`config.mk`:
```
export PLATFORM = sky130hd
export DESIGN_NAME = gauge_alert_power
export DESIGN_NICKNAME = d
export VERILOG_FILES = /design/src/hdl/gauge_pkg.sv /design/src/hdl/gauge_alert_power.sv
export SDC_FILE = /design/constraint.sdc
export NUM_CORES = 1
export LEC_CHECK = 0
export ABC_AREA = 1
export BUFFER_PORTS_ARGS = -buffer_cell sky130_fd_sc_hd__buf_2
export CAP_MARGIN = 40
export CORE_MARGIN = 4
export CORE_UTILIZATION = 51
export CTS_CLUSTER_DIAMETER = 30
export DETAILED_ROUTE_END_ITERATION = 16
export PLACE_DENSITY = 0.83
export SYNTH_ARGS = -nofsm -noshare
export SYNTH_HDL_FRONTEND = slang
export SYNTH_SLANG_ARGS = --single-unit
```
`constraint.sdc`:
```
create_clock -name CORE_CLK -period 2.4 [get_ports CORE_CLK]
set_input_delay 0.48 -clock CORE_CLK [delete_from_list [all_inputs] [get_ports CORE_CLK]]
set_output_delay 0.48 -clock CORE_CLK [all_outputs]
set_load 0.1 [all_outputs]
```
`src/hdl/gauge_pkg.sv`:
```
`default_nettype none
package gauge_pkg;
  localparam int CAP_W  = 16;
  localparam int CUR_W  = 16;
  localparam int WAIT_W = 8;
  localparam int QT_W   = 8;
  typedef enum logic [1:0] {
    MODE_NORMAL    = 2'b00,
    MODE_SLEEP     = 2'b01,
    MODE_DEEP_SLEEP_BIT = 2'b10,
    MODE_HIBERNATE = 2'b11
  } power_mode_t;
  localparam power_mode_t MODE_RST = MODE_NORMAL;
  localparam int CLK_HZ          = 40_000_000;
  localparam int STRETCH_MAX_US  = 4000;
  // Longest time, so rounded down
  localparam int STRETCH_CYC = (STRETCH_MAX_US * (CLK_HZ / 1_000_000));
  localparam logic ALERT_RST   = 1'b0;
  localparam logic PULLUP_RST  = 1'b0;
  localparam logic POLARITY_RST = 1'b0;
endpackage : gauge_pkg
`default_nettype wire

```
`src/hdl/gauge_alert_power.sv`:
```
// Behaviour
// Single-wire pin: polarity picks hi-Z or low
// Shutdown pin levels follow pullup and polarity
// Threshold, high, low flags always alert
// Overtemp flags alert when qualification time nonzero
// Short and tab flags need enable bits
// Peak current flag needs its enable
// Trip point asserts on capacity thresholds
// Trip mode masks every other source
// Trip alert holds until both thresholds rewritten
// Normal mode measures and decides transitions
// Sleep needs enable and low average current
// Offset calibration before entering sleep
// Sleep modes may stretch host transfers 4 ms
// Leave sleep on current rise or wake
// Nonzero wait: countdown then deep sleep
// Zero wait: deep sleep only if bit set
// Deep sleep exits on traffic; bit rule
// Host re-issues deep sleep command when wait zero
// Deep sleep also exits on current or wake
// Hibernate needs OPEN_CIRCUIT_VOLTAGE, low current, trigger
// Hibernate held until addressed traffic
// Shutdown state only for low-voltage hibernate
// Waking from hibernate clears hibernate bit
// Alert level registered, glitch free
// Four-state mode register, resets to normal
`default_nettype none
module gauge_alert_power
  import gauge_pkg::*;
#(
  parameter int STRETCH_CYCLES = gauge_pkg::STRETCH_CYC
) (
  input  wire logic                             CORE_CLK,
  input  wire logic                             RST,
  input  wire logic                             ALERT_PIN_SELECT,
  input  wire logic                             ALERT_POLARITY,
  input  wire logic                             SHUTDOWN_PIN_PULLUP,
  input  wire logic                             SHUTDOWN_ENABLE,
  input  wire logic                             CHARGE_THRESHOLD_ONE_FLAG,
  input  wire logic                             BATTERY_HIGH_FLAG,
  input  wire logic                             BATTERY_LOW_FLAG,
  input  wire logic                             OVERTEMP_CHARGE_FLAG,
  input  wire logic                             OVERTEMP_DISCHARGE_FLAG,
  input  wire logic [gauge_pkg::QT_W-1:0]       OVERTEMP_CHARGE_QUAL_TIME,
  input  wire logic [gauge_pkg::QT_W-1:0]       OVERTEMP_DISCHARGE_QUAL_TIME,
  input  wire logic                             INTERNAL_SHORT_FLAG,
  input  wire logic                             TAB_DISCONNECT_FLAG,
  input  wire logic                             SHORT_ALERT_ENABLE,
  input  wire logic                             TAB_ALERT_ENABLE,
  input  wire logic                             PEAK_CURRENT_FLAG,
  input  wire logic                             PEAK_CURRENT_ALERT_ENABLE,
  input  wire logic                             TRIP_POINT_ENABLE,
  input  wire logic [gauge_pkg::CAP_W-1:0]      TRIP_SET_THRESHOLD,
  input  wire logic [gauge_pkg::CAP_W-1:0]      TRIP_CLEAR_THRESHOLD,
  input  wire logic                             TRIP_SET_WR,
  input  wire logic                             TRIP_CLEAR_WR,
  input  wire logic [gauge_pkg::CAP_W-1:0]      REMAINING_CAPACITY_A,
  input  wire logic signed [gauge_pkg::CUR_W-1:0] AVERAGE_CURRENT_B,
  input  wire logic [gauge_pkg::CUR_W-1:0]      SLEEP_CURRENT,
  input  wire logic [gauge_pkg::CUR_W-1:0]      HIBERNATE_CURRENT,
  input  wire logic                             SLEEP_ENABLE,
  input  wire logic                             WAKE_CMP_ENABLE,
  input  wire logic                             WAKE_DETECT,
  input  wire logic                             CAL_DONE,
  input  wire logic [gauge_pkg::WAIT_W-1:0]     FULL_SLEEP_WAIT,
  input  wire logic                             SECOND_TICK,
  input  wire logic                             SET_DEEP_SLEEP_CMD,
  input  wire logic                             SET_HIBERNATE_CMD,
  input  wire logic                             OPEN_CIRCUIT_VOLTAGE_VALID,
  input  wire logic                             CELL_VOLTAGE_LOW,
  input  wire logic                             COMM_ACTIVITY,
  input  wire logic                             COMM_ADDR_MATCH,
  output logic                                  ALERT,
  output logic                                  SHUTDOWN_PIN_OUT,
  output logic                                  SHUTDOWN_PIN_OE_N,
  output logic                                  SINGLE_WIRE_HOST_PIN_OUT,
  output logic                                  SINGLE_WIRE_HOST_PIN_OE_N,
  output logic                                  COMM_STRETCH,
  output logic                                  CAL_REQ,
  output logic                                  MEASURE_ACTIVE,
  output gauge_pkg::power_mode_t                POWER_MODE,
  output logic                                  DEEP_SLEEP_BIT,
  output logic                                  HIBERNATE_BIT,
  output logic                                  SHUTDOWN_STATE
);
  import gauge_pkg::*;

  // Pin level for pullup/polarity/active: {level, oe_n}
  function automatic logic [1:0] pin_drive(input logic pu, input logic pol, input logic act);
    pin_drive = {pu & (pol ? act : ~act), ~pu & (act == pol)};
  endfunction : pin_drive

  function automatic logic [CUR_W-1:0] mag(input logic signed [CUR_W-1:0] v);
    mag = v[CUR_W-1] ? CUR_W'(-v) : CUR_W'(v);
  endfunction : mag

  // Pullup of the shutdown pin, and its polarity for the shutdown function, are captured once after reset
  logic pu_r, pol_r, strap_done_r;
  always_ff @(posedge CORE_CLK or posedge RST) begin
    if (RST) begin
      pu_r         <= PULLUP_RST;
      pol_r        <= POLARITY_RST;
      strap_done_r <= 1'b0;
    end else if (!strap_done_r) begin
      pu_r         <= SHUTDOWN_PIN_PULLUP;
      pol_r        <= ALERT_POLARITY;
      strap_done_r <= 1'b1;
    end
  end

  // Fault sources
  wire fault_always = CHARGE_THRESHOLD_ONE_FLAG | BATTERY_HIGH_FLAG | BATTERY_LOW_FLAG;
  wire fault_ot = (OVERTEMP_CHARGE_FLAG & (OVERTEMP_CHARGE_QUAL_TIME != '0))
                | (OVERTEMP_DISCHARGE_FLAG & (OVERTEMP_DISCHARGE_QUAL_TIME != '0));
  wire fault_det = (INTERNAL_SHORT_FLAG & SHORT_ALERT_ENABLE)
                 | (TAB_DISCONNECT_FLAG & TAB_ALERT_ENABLE);
  wire fault_pk = PEAK_CURRENT_FLAG & PEAK_CURRENT_ALERT_ENABLE;
  wire fault_any = fault_always | fault_ot | fault_det | fault_pk;

  wire discharging = AVERAGE_CURRENT_B[CUR_W-1];
  wire charging    = ~AVERAGE_CURRENT_B[CUR_W-1] & (AVERAGE_CURRENT_B != '0);
  wire trip_hit = TRIP_POINT_ENABLE
                & ((discharging & (REMAINING_CAPACITY_A <= TRIP_SET_THRESHOLD))
                 | (charging & (REMAINING_CAPACITY_A >= TRIP_CLEAR_THRESHOLD)));

  // Trip alert latches; both threshold writes needed to release it
  logic trip_r, set_wr_r, clr_wr_r;
  wire set_seen = set_wr_r | TRIP_SET_WR;
  wire clr_seen = clr_wr_r | TRIP_CLEAR_WR;
  wire trip_release = trip_r & set_seen & clr_seen;
  wire trip_nxt = trip_hit | (trip_r & ~trip_release);
  always_ff @(posedge CORE_CLK or posedge RST) begin
    if (RST) begin
      trip_r   <= 1'b0;
      set_wr_r <= 1'b0;
      clr_wr_r <= 1'b0;
    end else begin
      trip_r   <= trip_nxt;
      set_wr_r <= trip_r & set_seen & ~trip_release;
      clr_wr_r <= trip_r & clr_seen & ~trip_release;
    end
  end

  wire alert_nxt = TRIP_POINT_ENABLE ? trip_nxt : fault_any;

  // Power mode state
  power_mode_t mode_r, mode_nxt;
  logic cal_r, deep_r, hib_r, via_low_r;
  logic [WAIT_W-1:0] timer_r;
  logic [$clog2(STRETCH_CYCLES+1)-1:0] str_r;

  wire [CUR_W-1:0] avg_mag = mag(AVERAGE_CURRENT_B);
  wire sleep_ok  = SLEEP_ENABLE & (avg_mag < SLEEP_CURRENT);
  wire sleep_brk = (avg_mag > SLEEP_CURRENT) | (WAKE_CMP_ENABLE & WAKE_DETECT);
  wire hib_ok = OPEN_CIRCUIT_VOLTAGE_VALID & (avg_mag < HIBERNATE_CURRENT)
              & (CELL_VOLTAGE_LOW | hib_r);
  wire wait_zero = (FULL_SLEEP_WAIT == '0);
  wire in_normal = (mode_r == MODE_NORMAL);
  wire cal_go    = in_normal & ~cal_r & sleep_ok & ~hib_ok;
  wire cal_end   = in_normal & cal_r & CAL_DONE;
  wire to_deep   = wait_zero & (deep_r | SET_DEEP_SLEEP_CMD);
  wire hib_wake  = (mode_r == MODE_HIBERNATE) & COMM_ACTIVITY & COMM_ADDR_MATCH;
  wire deep_exit = (mode_r == MODE_DEEP_SLEEP_BIT) & (COMM_ACTIVITY | sleep_brk); // see R17
  wire timer_due = ~wait_zero & (timer_r == '0);

  always_comb begin
    mode_nxt = mode_r;
    case (mode_r)
      MODE_NORMAL: begin
        if (hib_ok) begin
          mode_nxt = MODE_HIBERNATE;
        end else if (cal_end && sleep_ok) begin
          mode_nxt = to_deep ? MODE_DEEP_SLEEP_BIT : MODE_SLEEP;
        end
      end
      MODE_SLEEP: begin
        if (sleep_brk) begin
          mode_nxt = MODE_NORMAL;
        end else if (timer_due || to_deep) begin
          mode_nxt = MODE_DEEP_SLEEP_BIT;
        end
      end
      MODE_DEEP_SLEEP_BIT: begin
        if (deep_exit) begin
          mode_nxt = MODE_NORMAL;
        end
      end
      MODE_HIBERNATE: begin
        if (hib_wake) begin
          mode_nxt = MODE_NORMAL;
        end
      end
      default: mode_nxt = MODE_NORMAL;
    endcase
  end

  wire sleepish = (mode_r == MODE_SLEEP) | (mode_r == MODE_DEEP_SLEEP_BIT);
  // Deep sleep bit: command set wins over the exit clear
  wire deep_nxt = SET_DEEP_SLEEP_CMD | (deep_r & ~(deep_exit & wait_zero));
  // Hibernate bit: command set wins over the wake clear
  wire hib_nxt  = SET_HIBERNATE_CMD | (hib_r & ~hib_wake);

  always_ff @(posedge CORE_CLK or posedge RST) begin
    if (RST) begin
      mode_r <= MODE_RST;
    end else begin
      mode_r <= mode_nxt;
    end
  end

  always_ff @(posedge CORE_CLK or posedge RST) begin
    if (RST) begin
      cal_r     <= 1'b0;
      deep_r    <= 1'b0;
      hib_r     <= 1'b0;
      via_low_r <= 1'b0;
    end else begin
      cal_r     <= (cal_r & in_normal & sleep_ok & ~CAL_DONE & ~hib_ok) | cal_go;
      deep_r    <= deep_nxt;
      hib_r     <= hib_nxt;
      via_low_r <= (in_normal & hib_ok) ? CELL_VOLTAGE_LOW : via_low_r;
    end
  end

  // Countdown only runs while in sleep; reloaded when calibration ends (cal_end)
  always_ff @(posedge CORE_CLK or posedge RST) begin
    if (RST) begin
      timer_r <= '0;
    end else if (cal_end) begin
      timer_r <= FULL_SLEEP_WAIT;
    end else if (mode_r == MODE_SLEEP && SECOND_TICK && timer_r != '0) begin
      timer_r <= timer_r - 1'b1;
    end
  end

  // Transfer stretch: bounded, so a stuck line cannot hang the host
  always_ff @(posedge CORE_CLK or posedge RST) begin
    if (RST) begin
      str_r <= '0;
    end else if (sleepish && COMM_ACTIVITY && str_r == '0) begin
      str_r <= ($bits(str_r))'(STRETCH_CYCLES);
    end else if (str_r != '0) begin
      str_r <= str_r - 1'b1;
    end
  end

  // Pins
  wire shut_state_nxt = ALERT_PIN_SELECT & SHUTDOWN_ENABLE
                      & (mode_nxt == MODE_HIBERNATE) & (in_normal ? CELL_VOLTAGE_LOW : via_low_r);
  wire [1:0] se_drv = ALERT_PIN_SELECT ? pin_drive(pu_r, pol_r, shut_state_nxt)
                                       : pin_drive(pu_r, ALERT_POLARITY, alert_nxt);
  wire [1:0] sw_drv = ALERT_PIN_SELECT ? pin_drive(1'b0, ALERT_POLARITY, alert_nxt)
                                       : 2'b01;

  logic alert_r, se_out_r, se_oe_n_r, sw_out_r, sw_oe_n_r, shut_r;
  always_ff @(posedge CORE_CLK or posedge RST) begin
    if (RST) begin
      alert_r   <= ALERT_RST;
      se_out_r  <= 1'b0;
      se_oe_n_r <= 1'b1;
      sw_out_r  <= 1'b0;
      sw_oe_n_r <= 1'b1;
      shut_r    <= 1'b0;
    end else begin
      alert_r   <= alert_nxt;
      se_out_r  <= se_drv[1];
      se_oe_n_r <= se_drv[0];
      sw_out_r  <= sw_drv[1];
      sw_oe_n_r <= sw_drv[0];
      shut_r    <= shut_state_nxt;
    end
  end

  assign ALERT                     = alert_r;
  assign SHUTDOWN_PIN_OUT          = se_out_r;
  assign SHUTDOWN_PIN_OE_N         = se_oe_n_r;
  assign SINGLE_WIRE_HOST_PIN_OUT  = sw_out_r;
  assign SINGLE_WIRE_HOST_PIN_OE_N = sw_oe_n_r;
  assign COMM_STRETCH              = (str_r != '0);
  assign CAL_REQ                   = cal_r;
  assign MEASURE_ACTIVE            = (mode_r != MODE_HIBERNATE);
  assign POWER_MODE                = mode_r;
  assign DEEP_SLEEP_BIT            = deep_r;
  assign HIBERNATE_BIT             = hib_r;
  assign SHUTDOWN_STATE            = shut_r;
endmodule : gauge_alert_power
`default_nettype wire

```
==> results.rst, run 1 <==
.. list-table::
   :header-rows: 1

   * - Metric
     - Value
   * - Outcome
     - finished with violations
   * - Violated checks
     - setup timing
   * - Placed inst area
     - around 5700 um^2
   * - Hold-fix buffer count after cts
     - 0
   * - Clock tree from TritonCTS
     - yes
   * - Seq pwr share
     - 0.290
   * - Worst clock skew
     - 0.00988 ns
   * - Ratio of cells with drive above 1 in the final layout
     - 0.365
   * - Kind of end point of the critical path
     - register
   * - Net Sw Frac
     - 0.446
   * - Kind of cell adding the most delay to the critical path
     - simple AND/OR/NAND/NOR gates
   * - Delay of the slowest cell on the worst path
     - roughly 0.32 ns
   * - Number of port buffers
     - around 160
   * - Number of global-route vias before repair
     - 4970
   * - Number of placed instances, taps included
     - just over 900
   * - Number of iterations in the first detailed-routing pass
     - 5
   * - Die width
     - ~100 um
   * - Critical path cell sequence
     - buf_6 > nor2_4 > nand4_1 > buf_4 > o41ai_4 > o21ai_1 > xor2_1 > ha_1 > a21oi_2 > o21ai_2 > a21oi_2 > nand2_2 > nand2_4 > nand3_2 > o21bai_1 > inv_1 > nand2_1 > nand2_2 > nor2_2 > nand2_1 > nand3_1 > nand2_1 > nor2_1
   * - Signal arrival time at the worst endpoint
     - approximately 3.5 ns
   * - TritonCTS Sinks
     - 43
   * - Routed metal-1 wire length
     - 5.59 mm
   * - Die area
     - 10100 um^2
   * - Flip-flop count of the largest register after layout
     - 18
   * - Number of buffers and inverters on the critical path
     - 3
   * - Path class of the lowest-slack min-delay path
     - input pin to asynchronous set/reset pin
   * - Worst-case register-to-register setup slack
     - 0 ns
   * - Internal power of the cells
     - 1.80 mW
   * - Standard-cell rows
     - 33
   * - Final critical delay including setup and external delays
     - between 3 and 4 ns
   * - Setup Crit Path Kind
     - input pin to register
   * - Post-layout worst setup margin
     - -0.859 ns
   * - Global-route total usage across every layer
     - 0.254
   * - Part of the power in combinational logic
     - 0.529
   * - CP Max Fanout
     - 4
   * - Number of cells on the critical path
     - 23
   * - Wire length of the first global-routing pass
     - 21.0 mm
   * - PwrDens
     - a little over 500 nW/um^2
   * - Yosys warns
     - 0
   * - Flip-flop and latch count after synthesis
     - 43
   * - Total gr overflow
     - 0
   * - Max Transition Viols Final
     - 0
   * - Highest metal layer used by the detailed router
     - met4
   * - Routed Wire Length
     - 14.5 mm
   * - Fraction of the cycle the final worst path needs
     - 1.36
   * - Average size of a mapped cell
     - 7.24 um^2
   * - Pin count of the biggest net entering global routing
     - 44
   * - Initial antenna violation count
     - 2
   * - Insertion delay of the later-clocked pin in the worst-skew pair
     - ~0.3 ns
   * - Vias
     - 4992
   * - Initial standard-cell utilization of the core
     - 0.527
   * - Area growth, synth to finish
     - 44.1%
   * - Number of nets in the synthesized netlist
     - around 800
   * - Depth of the most critical reg-to-reg path
     - 14
   * - Clock transition at the registers of the reported paths
     - ~0.090 ns
   * - Max-cap violations
     - 0
   * - Share of the yosys chip area belonging to registers
     - 0.248
   * - Leakage component of the power
     - 3.45 nW
   * - Top achievable clock speed
     - around 0.31 GHz
   * - Fin. Hold Viols
     - 0
   * - Library cells used by synthesis
     - 44
   * - Nature of the critical path startpoint
     - input pin
   * - Die H
     - ~100 um
   * - Clk buf depth
     - 2
   * - Yosys top cell area share
     - 0.236
   * - Required arrival time at the worst endpoint
     - about 2.6 ns
   * - Worst hold margin
     - slightly below 0.3 ns
   * - Via density per instance
     - 5.32
   * - Area of the core
     - roughly 8300 um^2
   * - P_sw
     - 1.45 mW
   * - Wire length per cell after detailed routing
     - roughly 15 um
   * - # DRC
     - 0
   * - Final setup violation count
     - 8
   * - Clock power share
     - 0.181
   * - Most used cell, CP
     - sky130_fd_sc_hd__nand2_1
   * - Number of violations reported at the end of detailed-routing iteration 0
     - 224
   * - Number of instances in the synthesized netlist
     - 601
   * - # nets final
     - 1052
   * - Setup slack after placement
     - -0.951 ns
   * - Standard cell with the maximum stage delay on the critical path
     - sky130_fd_sc_hd__ha_1
   * - Met2 WL
     - approximately 7.4 mm
   * - Register ranked first by flip-flop count
     - str_r
   * - Cell Area, Synth
     - 4350 um^2
   * - Met3 routed WL
     - roughly 900 um
   * - Most numerous cell types in the synthesized netlist
     - 120 x sky130_fd_sc_hd__inv_1, 112 x sky130_fd_sc_hd__nand2_1, 70 x sky130_fd_sc_hd__ha_1
   * - Relative slew slack
     - 0.636
   * - TritonCTS buffer count
     - 5
   * - Main flop type after synthesis
     - sky130_fd_sc_hd__dfrtp_1
   * - Async SR Flop Fraction
     - 1.00
   * - Most repeated cell in the gate-level netlist after synthesis
     - sky130_fd_sc_hd__inv_1
   * - Clock H-tree levels
     - 2
   * - Peak ir drop on the vdd network
     - 384 uV
   * - Unrepaired setup endpoints after global routing
     - yes
   * - Number of standard cells in the final layout excluding fillers
     - roughly 940
   * - CTS root buffer
     - sky130_fd_sc_hd__clkbuf_8
   * - Final HPWL DP
     - around 11 mm
   * - Least-Margin Pin Slew
     - roughly 0.55 ns
   * - Setup tns final
     - -4.34 ns
   * - Top post-synthesis cells by area
     - sky130_fd_sc_hd__dfrtp_1 24%, sky130_fd_sc_hd__ha_1 20%, sky130_fd_sc_hd__inv_1 10%
   * - Post-route design area
     - 6270 um^2
   * - Count of flip-flops with a built-in enable after synthesis
     - 0
   * - Remaining antenna violation count
     - 0
   * - Most area-hungry cell type in the Yosys netlist
     - sky130_fd_sc_hd__dfrtp_1
   * - Gp weighted congestion
     - ~0.88
   * - I/O pin count
     - about 160
-- power by group through the flow --
stage	Combinational (mW)	Clock, mW	Sequential [mW]
floorplan	0.828	0	1.16
global placement	1.47	0	0.945
detailed placement	1.54	0	0.951
CTS	1.61	0.595	0.937
global route	1.86	0.638	0.955
finish	1.72	0.587	0.944
-- kinds of logic (layout without fill, tap and decap cells) --
logic type / after synthesis / count (layout) / share of synthesized area
AND/OR/NAND/NOR: 242 / 242 / 0.263
buffers and inverters: 127 / 358 / 0.110
AO/OA/AOI/OAI: 93 / 93 / 0.127
adder cells (fa/ha/maj): 70 / 70 / 0.201
flip-flops: 43 / 43 / 0.248
XOR/XNOR: 24 / 24 / 0.0483
other: 2 / 4 / 0.00173
-- cell usage in the layout (no fill, tap or decap), drive strengths merged, types with 10 or more instances in the layout --
cell / count
nand3: 29
xor2: 14
buf: 225
inv: 125
dfrtp: 41
nor3: 13
a21oi: 42
ha: 70
nand2: 115
xnor2: 10
nor2: 55
nor4: 10
nand4: 13
o21ai: 18
-- worst reg2reg max path: cells and delay by family (launching register included) --
family | cells | cell delay (ns)
buffers and inverters | 2 | 0.36
DFF | 1 | 0.45
and+or+nand+nor | 11 | 1.16
adders and majority gates | 1 | 0.37
-- per-layer routing --
layer | track usage | up-vias
li1 | - | 2437
met1 | 0.288 | 2280
met2 | 0.465 | 220
met3 | 0.0403 | 55
met4 | 0.110 | 0
met5 | 0 | -
-- cell type report --
cell class              count  area (um^2)
fillers                   582         1990
flip-flops and latches     43         1080
clock buffers               6         82.6
repair buffers            225         1340
diodes                      2         5.00
multi-input cells         431         3110
inverters                 125          492
clock inverters             2         35.0
well taps                 105          131
-- stage by stage --
stage	total power, mW	utilization
after floorplan	1.99	-
after global placement	2.41	0.691
after detailed placement	2.49	0.691
after CTS	3.14	0.732
after global routing	3.46	0.759
final	3.25	0.759
-- repair_timing --
action                                  in CTS  in global routing
pin swaps                                   24                 33
resized for setup                           29                 33
buffers inserted                            10                  9
hold endpoints to repair                     0                  0
endpoints found under the setup margin       9                  9
-- worst paths after layout --
| path | startpoint | end |
|---|---|---|
| worst min register to register | pu_r | SHUTDOWN_PIN_OE_N |
| worst max register to register | POWER_MODE[0] | SHUTDOWN_PIN_OE_N |
| min in group CORE_CLK | SET_HIBERNATE_CMD | HIBERNATE_BIT |
| max in group asynchronous | RST | SHUTDOWN_PIN_OE_N |
| worst max-delay path | AVERAGE_CURRENT_B[2] | SHUTDOWN_PIN_OE_N |
| worst min-delay path | RST | str_r[3] |
No activity file was read; power rests on OpenSTA's default activity.
==> run 2: changes to the inputs <==
- ABC_AREA: 1 -> 0
- CORE_UTILIZATION: 51 -> 50
- PLACE_DENSITY: 0.83 -> 0.82
- SLEW_MARGIN: not set -> 10
==> run 2 against run 1 <==
Net effect: the run still ends with setup timing left; global-route usage up 1.7 points; clock skew down 0.0024 ns; clock power up 2%; setup slack worse by 0.36 ns; register-to-register slack worse by 0.38 ns; total power up 3.2%; largest power group unchanged.
==> results.rst, run 2 <==
.. list-table::
   :header-rows: 1

   * - Metric
     - Value
   * - CP Max Fanout
     - 6 (+2)
   * - Critical path cell sequence
     - buf_2 > nor3_2 > nand2_1 > nor2_1 > nand2_1 > o31ai_2 > xnor2_1 > ha_1 > a21oi_2 > o21ai_1 > a221o_1 > nor3_4 > o31ai_2 > or3_4 > or4bb_1 > o221ai_1
   * - Clock tree from TritonCTS
     - yes
   * - Area of the core
     - 8180 um^2 (-1.0%)
   * - Core occupancy in the finished layout
     - 0.811 (+0.0524)
   * - Via density per instance
     - 5.51 (+3.6%)
   * - Post-layout worst setup margin
     - -1.22 ns (-0.360 ns)
   * - Most frequent standard cell in the layout excluding fill and tap cells
     - sky130_fd_sc_hd__buf_2
   * - # nets final
     - 1016 (-3.4%)
   * - Fin. Hold Viols
     - 0 (unchanged)
   * - PwrDens
     - 506 nW/um^2 (-2.5%)
   * - Final HPWL DP
     - 11.2 mm (+5.6%)
   * - Setup Crit Path Kind
     - input pin to register
   * - Standard cell with the maximum stage delay on the critical path
     - sky130_fd_sc_hd__or4bb_1
   * - Number of global-route vias before repair
     - 5080 (+2.2%)
   * - Delay of the slowest cell on the worst path
     - 0.49 ns (+0.17 ns)
   * - Fraction of the mapped netlist area in simple logic gates
     - 0.219 (-0.0441)
   * - Violated checks
     - setup timing
   * - Unrepaired setup endpoints after global routing
     - yes
   * - Nature of the critical path startpoint
     - input pin
   * - Peak ir drop on the vdd network
     - 333 uV (-13%)
   * - Cell Area, Synth
     - 4170 um^2 (-4.1%)
   * - Top achievable clock speed
     - 0.276 GHz (-9.9%)
   * - Routed Wire Length
     - 14.6 mm (+0.53%)
   * - Gp weighted congestion
     - 0.917 (+3.9%)
   * - Most area-hungry cell type in the Yosys netlist
     - sky130_fd_sc_hd__dfrtp_1
   * - Placed inst area
     - 5920 um^2 (+3.8%)
   * - Initial antenna violation count
     - 0 (-2)
   * - TritonCTS Sinks
     - 43 (unchanged)
   * - Largest family of logic cells by synthesized area
     - simple AND/OR/NAND/NOR gates
   * - Least-Margin Pin Slew
     - 0.591 ns (+0.0446 ns)
   * - Most repeated cell in the gate-level netlist after synthesis
     - sky130_fd_sc_hd__inv_1
   * - Number of port buffers
     - 162 (unchanged)
   * - Flip-flop and latch count after synthesis
     - 43 (unchanged)
   * - Worst clock skew
     - 0.00744 ns (-0.00244 ns)
   * - Worst-case register-to-register setup slack
     - -0.38 ns (-0.38 ns)
   * - Wire length of the first global-routing pass
     - 22.0 mm (+4.4%)
   * - Yosys top cell area share
     - 0.246 (+0.0102)
   * - CTS root buffer
     - sky130_fd_sc_hd__clkbuf_8
   * - Max Transition Viols Final
     - 0 (unchanged)
   * - Launching point of the worst reg2reg path
     - str_r[12]
   * - Reg2reg end
     - str_r[3]
   * - Diodes inserted
     - 0 (-2)
   * - Global-route total usage across every layer
     - 0.271 (+0.0170)
   * - Clk buf depth
     - 2 (unchanged)
   * - Vias
     - 4963 (-0.58%)
   * - Count of flip-flops with a built-in enable after synthesis
     - 0 (unchanged)
   * - Compound-gate portion of the synthesized area
     - 0.161 (+0.0346)
   * - Pin count of the biggest net entering global routing
     - 44 (unchanged)
   * - Clock transition at the registers of the reported paths
     - 0.09 ns (about the same)
   * - Insertion delay of the later-clocked pin in the worst-skew pair
     - 0.30 ns (about the same)
   * - # DRC
     - 0 (unchanged)
   * - I/O pin count
     - 164 (unchanged)
   * - Depth of the most critical reg-to-reg path
     - 11 (-3)
   * - Register ranked first by flip-flop count
     - str_r
   * - Leakage component of the power
     - 3.40 nW (-1.2%)
   * - Synth Area in XOR/XNOR
     - 0.0630 (+0.0147)
   * - Async SR Flop Fraction
     - 1.00 (unchanged)
   * - Remaining antenna violation count
     - 0 (unchanged)
   * - Fraction of the cycle the final worst path needs
     - 1.51 (+0.150)
   * - Post-route design area
     - 6630 um^2 (+5.8%)
   * - Standard-cell rows
     - 33 (unchanged)
   * - Share of the yosys chip area belonging to registers
     - 0.259 (+0.0107)
   * - Signal arrival time at the worst endpoint
     - 3.83 ns (+0.34 ns)
   * - Die H
     - 99.3 um (-1.0%)
   * - Max-cap violations
     - 0 (unchanged)
   * - Mux cell area share after synthesis
     - 0.0108 (+0.0108)
   * - Die width
     - 99.3 um (-1.0%)
   * - Ratio of cells with drive above 1 in the final layout
     - 0.465 (+0.0994)
   * - Die area
     - 9870 um^2 (-2.1%)
   * - Area growth, synth to finish
     - 59.0%
   * - Outcome
     - finished with violations
   * - Relative slew slack
     - 0.603 (-0.0334)
   * - Initial standard-cell utilization of the core
     - 0.510 (-0.0167)
   * - Commonest cells after routing, fill and taps aside
     - 160 x sky130_fd_sc_hd__buf_2, 109 x sky130_fd_sc_hd__buf_4, 75 x sky130_fd_sc_hd__inv_1
   * - Layout fillers
     - 519 (-11%)
   * - Number of instances in the synthesized netlist
     - 514 (-14%)
   * - TritonCTS buffer count
     - 5 (unchanged)
   * - Final setup violation count
     - 28 (+20)
   * - Library cells used by synthesis
     - 55 (+25%)
   * - Clock H-tree levels
     - 2 (unchanged)
   * - Number of nets in the synthesized netlist
     - 735 (-11%)
   * - Total gr overflow
     - 0 (unchanged)
   * - Main flop type after synthesis
     - sky130_fd_sc_hd__dfrtp_1
   * - Worst hold margin
     - 0.296 ns (+0.00145 ns)
   * - Number of violations reported at the end of detailed-routing iteration 0
     - 182 (-19%)
   * - Flip-flop count of the largest register after layout
     - 18 (unchanged)
   * - Number of iterations in the first detailed-routing pass
     - 5 (unchanged)
   * - Yosys warns
     - 0 (unchanged)
   * - Required arrival time at the worst endpoint
     - 2.61 ns (-0.02 ns)
   * - Path class of the lowest-slack min-delay path
     - input pin to asynchronous set/reset pin
   * - Kind of end point of the critical path
     - register
   * - Final critical delay including setup and external delays
     - 3.62 ns (+0.360 ns)
   * - Average size of a mapped cell
     - 8.11 um^2 (+12%)
   * - Wire length per cell after detailed routing
     - 16.2 um (+4.8%)
   * - Hold-fix buffer count after cts
     - 0 (unchanged)
   * - Arithmetic-cell share of the synthesized area counting full adders, half adders and majority gates
     - 0.210 (+0.00870)
   * - Most numerous cell types in the synthesized netlist
     - 77 x sky130_fd_sc_hd__inv_1, 70 x sky130_fd_sc_hd__ha_1, 46 x sky130_fd_sc_hd__nand2_1
   * - Top post-synthesis cells by area
     - sky130_fd_sc_hd__dfrtp_1 25%, sky130_fd_sc_hd__ha_1 21%, sky130_fd_sc_hd__inv_1 6.9%
run 2: cell count changes after synthesis, moves of 7 or more:
cell,delta
sky130_fd_sc_hd__nand2_1,-66
sky130_fd_sc_hd__inv_1,-43
sky130_fd_sc_hd__a21oi_1,-16
sky130_fd_sc_hd__nand3_1,-12
sky130_fd_sc_hd__o21ai_0,+10
sky130_fd_sc_hd__nor2_1,-9
sky130_fd_sc_hd__xnor2_1,+9
sky130_fd_sc_hd__a21o_1,+7
sky130_fd_sc_hd__or3_1,+7
run 2: metal layers:
layer  GRT usage  vias to the layer above  routed length, um
met5           0                        -                  0
met4       0.106                        0                305
met3      0.0400                       35                773
met1       0.300                     2366               5630
li1            -                     2370                  -
met2       0.513                      192               7870
run 2: kinds of logic (layout without fill, tap and decap cells):
family,after synthesis,in the layout
simple gates,180,180
other cells,2,2
xor+xnor,30,30
buf+inv,82,364
flops,43,43
fa+ha+maj,70,70
compound gates,103,103
mux,4,4
run 2: how the worst max path moves through the flow:
stage | slack, ns | startpoint | endpoint | cells after the start
2_1_floorplan | -1.19 | AVERAGE_CURRENT_B[10] | SHUTDOWN_PIN_OUT | 12
3_3_place_gp | -1.44 | AVERAGE_CURRENT_B[10] | SHUTDOWN_PIN_OUT | 13
3_5_place_dp | -1.74 | AVERAGE_CURRENT_B[8] | SHUTDOWN_PIN_OUT | 14
4_1_cts | -1.19 | AVERAGE_CURRENT_B[10] | SHUTDOWN_PIN_OE_N | 13
5_1_grt | -1.36 | AVERAGE_CURRENT_B[1] | SHUTDOWN_PIN_OE_N | 16
6_report | -1.22 | AVERAGE_CURRENT_B[1] | SHUTDOWN_PIN_OUT | 16
run 2: worst max-delay path: cells and delay by family:
family	cells	cell delay [ns]
AND/OR/NAND/NOR	7	1.60
AO/OA/AOI/OAI	6	1.08
adder cells (fa/ha/maj)	1	0.33
XOR/XNOR	1	0.21
buffers and inverters	1	0.12
run 2: stage by stage:
stage                     setup TNS [ns]  setup WS (ns)  power (mW)  cells
final                             -12.83          -1.22        3.36    901
after global routing              -15.01          -1.36        3.54    901
after detailed placement          -13.82          -1.74        2.57    872
after CTS                          -9.29          -1.19        3.23    889
after floorplan                    -9.33          -1.19        1.95    514
after global placement            -11.17          -1.44        2.49    872
run 2: cell type report:
type	instances	area [um^2]	share of cell area
clock buffers	6	82.6	0.0125
clock inverters	2	35.0	0.00528
well taps	105	131	0.0198
repair buffers	279	1750	0.264
inverters	77	289	0.0436
multi-input cells	389	3260	0.492
flip-flops and latches	43	1080	0.163
run 2: power breakdown:
part	leakage (nW)	switching, mW	internal, mW
clock	0.0612	0.262	0.337
combinational	2.86	1.04	0.788
sequential	0.483	0.0902	0.842
total	3.40	1.39	1.97
run 2: timing repair:
item,CTS,global route
setup buffers,9,14
resized for setup,39,54
cloned,1,0
pin swaps,15,29
endpoints found under the setup margin,26,27
==> run 3: changes to the inputs <==
- CORE_MARGIN: 4 -> not set
- GPL_TIMING_DRIVEN: not set -> 0
==> run 3 against run 2 <==
Net effect: core utilization decreased by 2.0 points; critical path type unchanged; total power decreased by 7.4%; worst hold slack got worse by 0.19 ns; the flow still finishes with violations (setup timing); count of clock-buffer cells in the layout unchanged; cell area decreased by 5.9%; largest power group unchanged; largest cell class unchanged; die area decreased by 12%.
==> results.rst, run 3 (synthesized netlist as in run 2, its figures left out) <==
.. list-table::
   :header-rows: 1

   * - Metric
     - Value
   * - Max Transition Viols Final
     - 0 (unchanged)
   * - Final HPWL DP
     - 9.08 mm (-19%)
   * - Fin. Hold Viols
     - 0 (unchanged)
   * - Internal power of the cells
     - 1.72 mW (-12%)
   * - Core occupancy in the finished layout
     - 0.792 (-0.0197)
   * - Wire length per cell after detailed routing
     - 15.2 um (-5.8%)
   * - Setup tns final
     - -15.76 ns (-2.93 ns)
   * - Leakage component of the power
     - 3.10 nW (-9.0%)
   * - Part of the power in combinational logic
     - 0.543 (about the same)
   * - Vias
     - 4664 (-6.0%)
   * - Via density per instance
     - 5.61 (+1.8%)
   * - PnR Total Power
     - 3.11 mW (-7.4%)
   * - Clock transition at the registers of the reported paths
     - 0.09 ns (about the same)
   * - Area of the core
     - 7890 um^2 (-3.5%)
   * - Setup Crit Path Kind
     - input pin to register
   * - Fraction of the cycle the final worst path needs
     - 1.55 (+0.0398)
   * - Signal arrival time at the worst endpoint
     - 3.94 ns (+0.11 ns)
   * - TritonCTS buffer count
     - 5 (unchanged)
   * - Seq pwr share
     - 0.306 (+0.028)
   * - # nets final
     - 950 (-6.5%)
   * - Relative slew slack
     - 0.549 (-0.0540)
   * - Clk buf depth
     - 2 (unchanged)
   * - Max-cap violations
     - 0 (unchanged)
   * - Delay of the slowest cell on the worst path
     - 0.48 ns (about the same)
   * - Standard cell with the maximum stage delay on the critical path
     - sky130_fd_sc_hd__or4bb_1
   * - Peak ir drop on the vdd network
     - 382 uV (+15%)
   * - Insertion delay of the later-clocked pin in the worst-skew pair
     - 0.31 ns (about the same)
   * - Violated checks
     - setup timing
   * - Standard-cell rows
     - 32 (-3.0%)
   * - Global-route total usage across every layer
     - 0.270 (about the same)
   * - Placed inst area
     - 5230 um^2 (-12%)
   * - Worst clock skew
     - 0.00881 ns (+0.00137 ns)
   * - Net Sw Frac
     - 0.445 (+0.0308)
   * - Wire length of the first global-routing pass
     - 18.8 mm (-14%)
   * - Initial antenna violation count
     - 0 (unchanged)
   * - Diodes inserted
     - 0 (unchanged)
   * - Number of violations reported at the end of detailed-routing iteration 0
     - 168 (-7.7%)
   * - Clock H-tree levels
     - 2 (unchanged)
   * - Register ranked first by flip-flop count
     - str_r
   * - Ratio of cells with drive above 1 in the final layout
     - 0.421 (-0.0443)
   * - Kind of cell adding the most delay to the critical path
     - compound AO/OA/AOI/OAI gates
   * - Die area
     - 8710 um^2 (-12%)
   * - Number of iterations in the first detailed-routing pass
     - 4 (-1)
   * - Number of port buffers
     - 161 (-0.62%)
   * - Setup slack after placement
     - -1.78 ns (-0.0447 ns)
   * - Kind of end point of the critical path
     - register
   * - Commonest cells after routing, fill and taps aside
     - 155 x sky130_fd_sc_hd__buf_2, 76 x sky130_fd_sc_hd__inv_1, 64 x sky130_fd_sc_hd__ha_1
   * - Unrepaired setup endpoints after global routing
     - yes
   * - Final critical delay including setup and external delays
     - 3.71 ns (+0.0956 ns)
   * - Clock tree from TritonCTS
     - yes
   * - PwrDens
     - 498 nW/um^2 (-1.7%)
   * - Gp weighted congestion
     - 0.862 (-6.0%)
   * - Die width
     - 93.3 um (-6.0%)
   * - Area growth, synth to finish
     - 49.7%
   * - Routed Wire Length
     - 12.7 mm (-13%)
   * - Most frequent standard cell in the layout excluding fill and tap cells
     - sky130_fd_sc_hd__buf_2
   * - Final setup violation count
     - 27 (-3.6%)
   * - Least-Margin Pin Slew
     - 0.670 ns (+0.0793 ns)
   * - Path class of the lowest-slack min-delay path
     - input pin to asynchronous set/reset pin
   * - Nature of the critical path startpoint
     - input pin
   * - Worst hold margin
     - 0.109 ns (-0.187 ns)
   * - I/O pin count
     - 164 (unchanged)
   * - Post-layout worst setup margin
     - -1.31 ns (-0.0956 ns)
   * - Required arrival time at the worst endpoint
     - 2.62 ns (about the same)
   * - Outcome
     - finished with violations
   * - Clock power share
     - 0.151 (-0.027)
   * - Initial standard-cell utilization of the core
     - 0.529 (+0.0186)
   * - CP Max Fanout
     - 5 (-1)
   * - Post-route design area
     - 6240 um^2 (-5.9%)
   * - Flip-flop count of the largest register after layout
     - 18 (unchanged)
   * - TritonCTS Sinks
     - 43 (unchanged)
   * - Die H
     - 93.3 um (-6.0%)
   * - Number of global-route vias before repair
     - 4564 (-10%)
   * - Critical path cell sequence
     - buf_6 > nor3_2 > nand2_2 > nor2_2 > nand2_2 > o31ai_4 > xnor2_1 > ha_1 > a21oi_2 > o21ai_1 > a221o_1 > nor3_4 > buf_6 > o211ai_1 > a32oi_4 > or4bb_1 > o221ai_2
   * - Number of placed instances, taps included
     - 778 (-11%)
   * - Top achievable clock speed
     - 0.269 GHz (-2.6%)
   * - CTS root buffer
     - sky130_fd_sc_hd__clkbuf_8
   * - Pin count of the biggest net entering global routing
     - 32 (-27%)
   * - Number of buffers and inverters on the critical path
     - 2 (+1)
   * - Remaining antenna violation count
     - 0 (unchanged)
   * - P_sw
     - 1.38 mW (-0.57%)
   * - # DRC
     - 0 (unchanged)
   * - Number of standard cells in the final layout excluding fillers
     - 832 (-7.7%)
   * - Total gr overflow
     - 0 (unchanged)
run 3: power groups by stage:
stage / registers, mW / clock network [mW] / logic, mW
2_1_floorplan: 1.15 / 0 / 0.794
3_3_place_gp: 0.952 / 0 / 1.33
3_5_place_dp: 0.962 / 0 / 1.39
4_1_cts: 0.948 / 0.466 / 1.51
5_1_grt: 0.967 / 0.503 / 1.82
6_report: 0.951 / 0.468 / 1.69
run 3: path summary, 6_finish.rpt:
kind,start,end,slack [ns],cells after the start
worst max-delay path,AVERAGE_CURRENT_B[0],SHUTDOWN_PIN_OE_N,-1.31,17
worst min-delay path,RST,SHUTDOWN_STATE,0.11,2
worst max register to register,str_r[11],str_r[3],-0.65,14
worst min register to register,str_r[9],str_r[9],0.48,1
max in group asynchronous,RST,SHUTDOWN_PIN_OE_N,1.75,3
min in group CORE_CLK,SET_HIBERNATE_CMD,HIBERNATE_BIT,0.36,2
run 3: layout make-up:
cell class,count,area [um^2]
timing repair buffer,209,1310
clock buffer,6,72.6
multi-input combinational,389,3330
sequential,43,1080
tap,102,128
inverter,77,289
buffer,4,21.3
fill,493,1640
clock inverter,2,12.5
run 3: metal layers:
| layer | part of all wire | GRT usage | wire (um) | vias to the layer above |
|---|---|---|---|---|
| li1 | - | - | - | 2232 |
| met1 | 0.39 | 0.295 | 4910 | 2192 |
| met2 | 0.53 | 0.532 | 6780 | 211 |
| met3 | 0.057 | 0.0309 | 717 | 29 |
| met4 | 0.021 | 0.0923 | 272 | 0 |
| met5 | 0 | 0 | 0 | - |
run 3: what timing repair did:
item,in CTS,in global routing
hold buffers,0,0
pin swaps,31,46
setup buffers,25,25
gates resized for setup,56,66
endpoints found under the setup margin,26,27
cloned,1,0
endpoints found under the hold margin,0,0
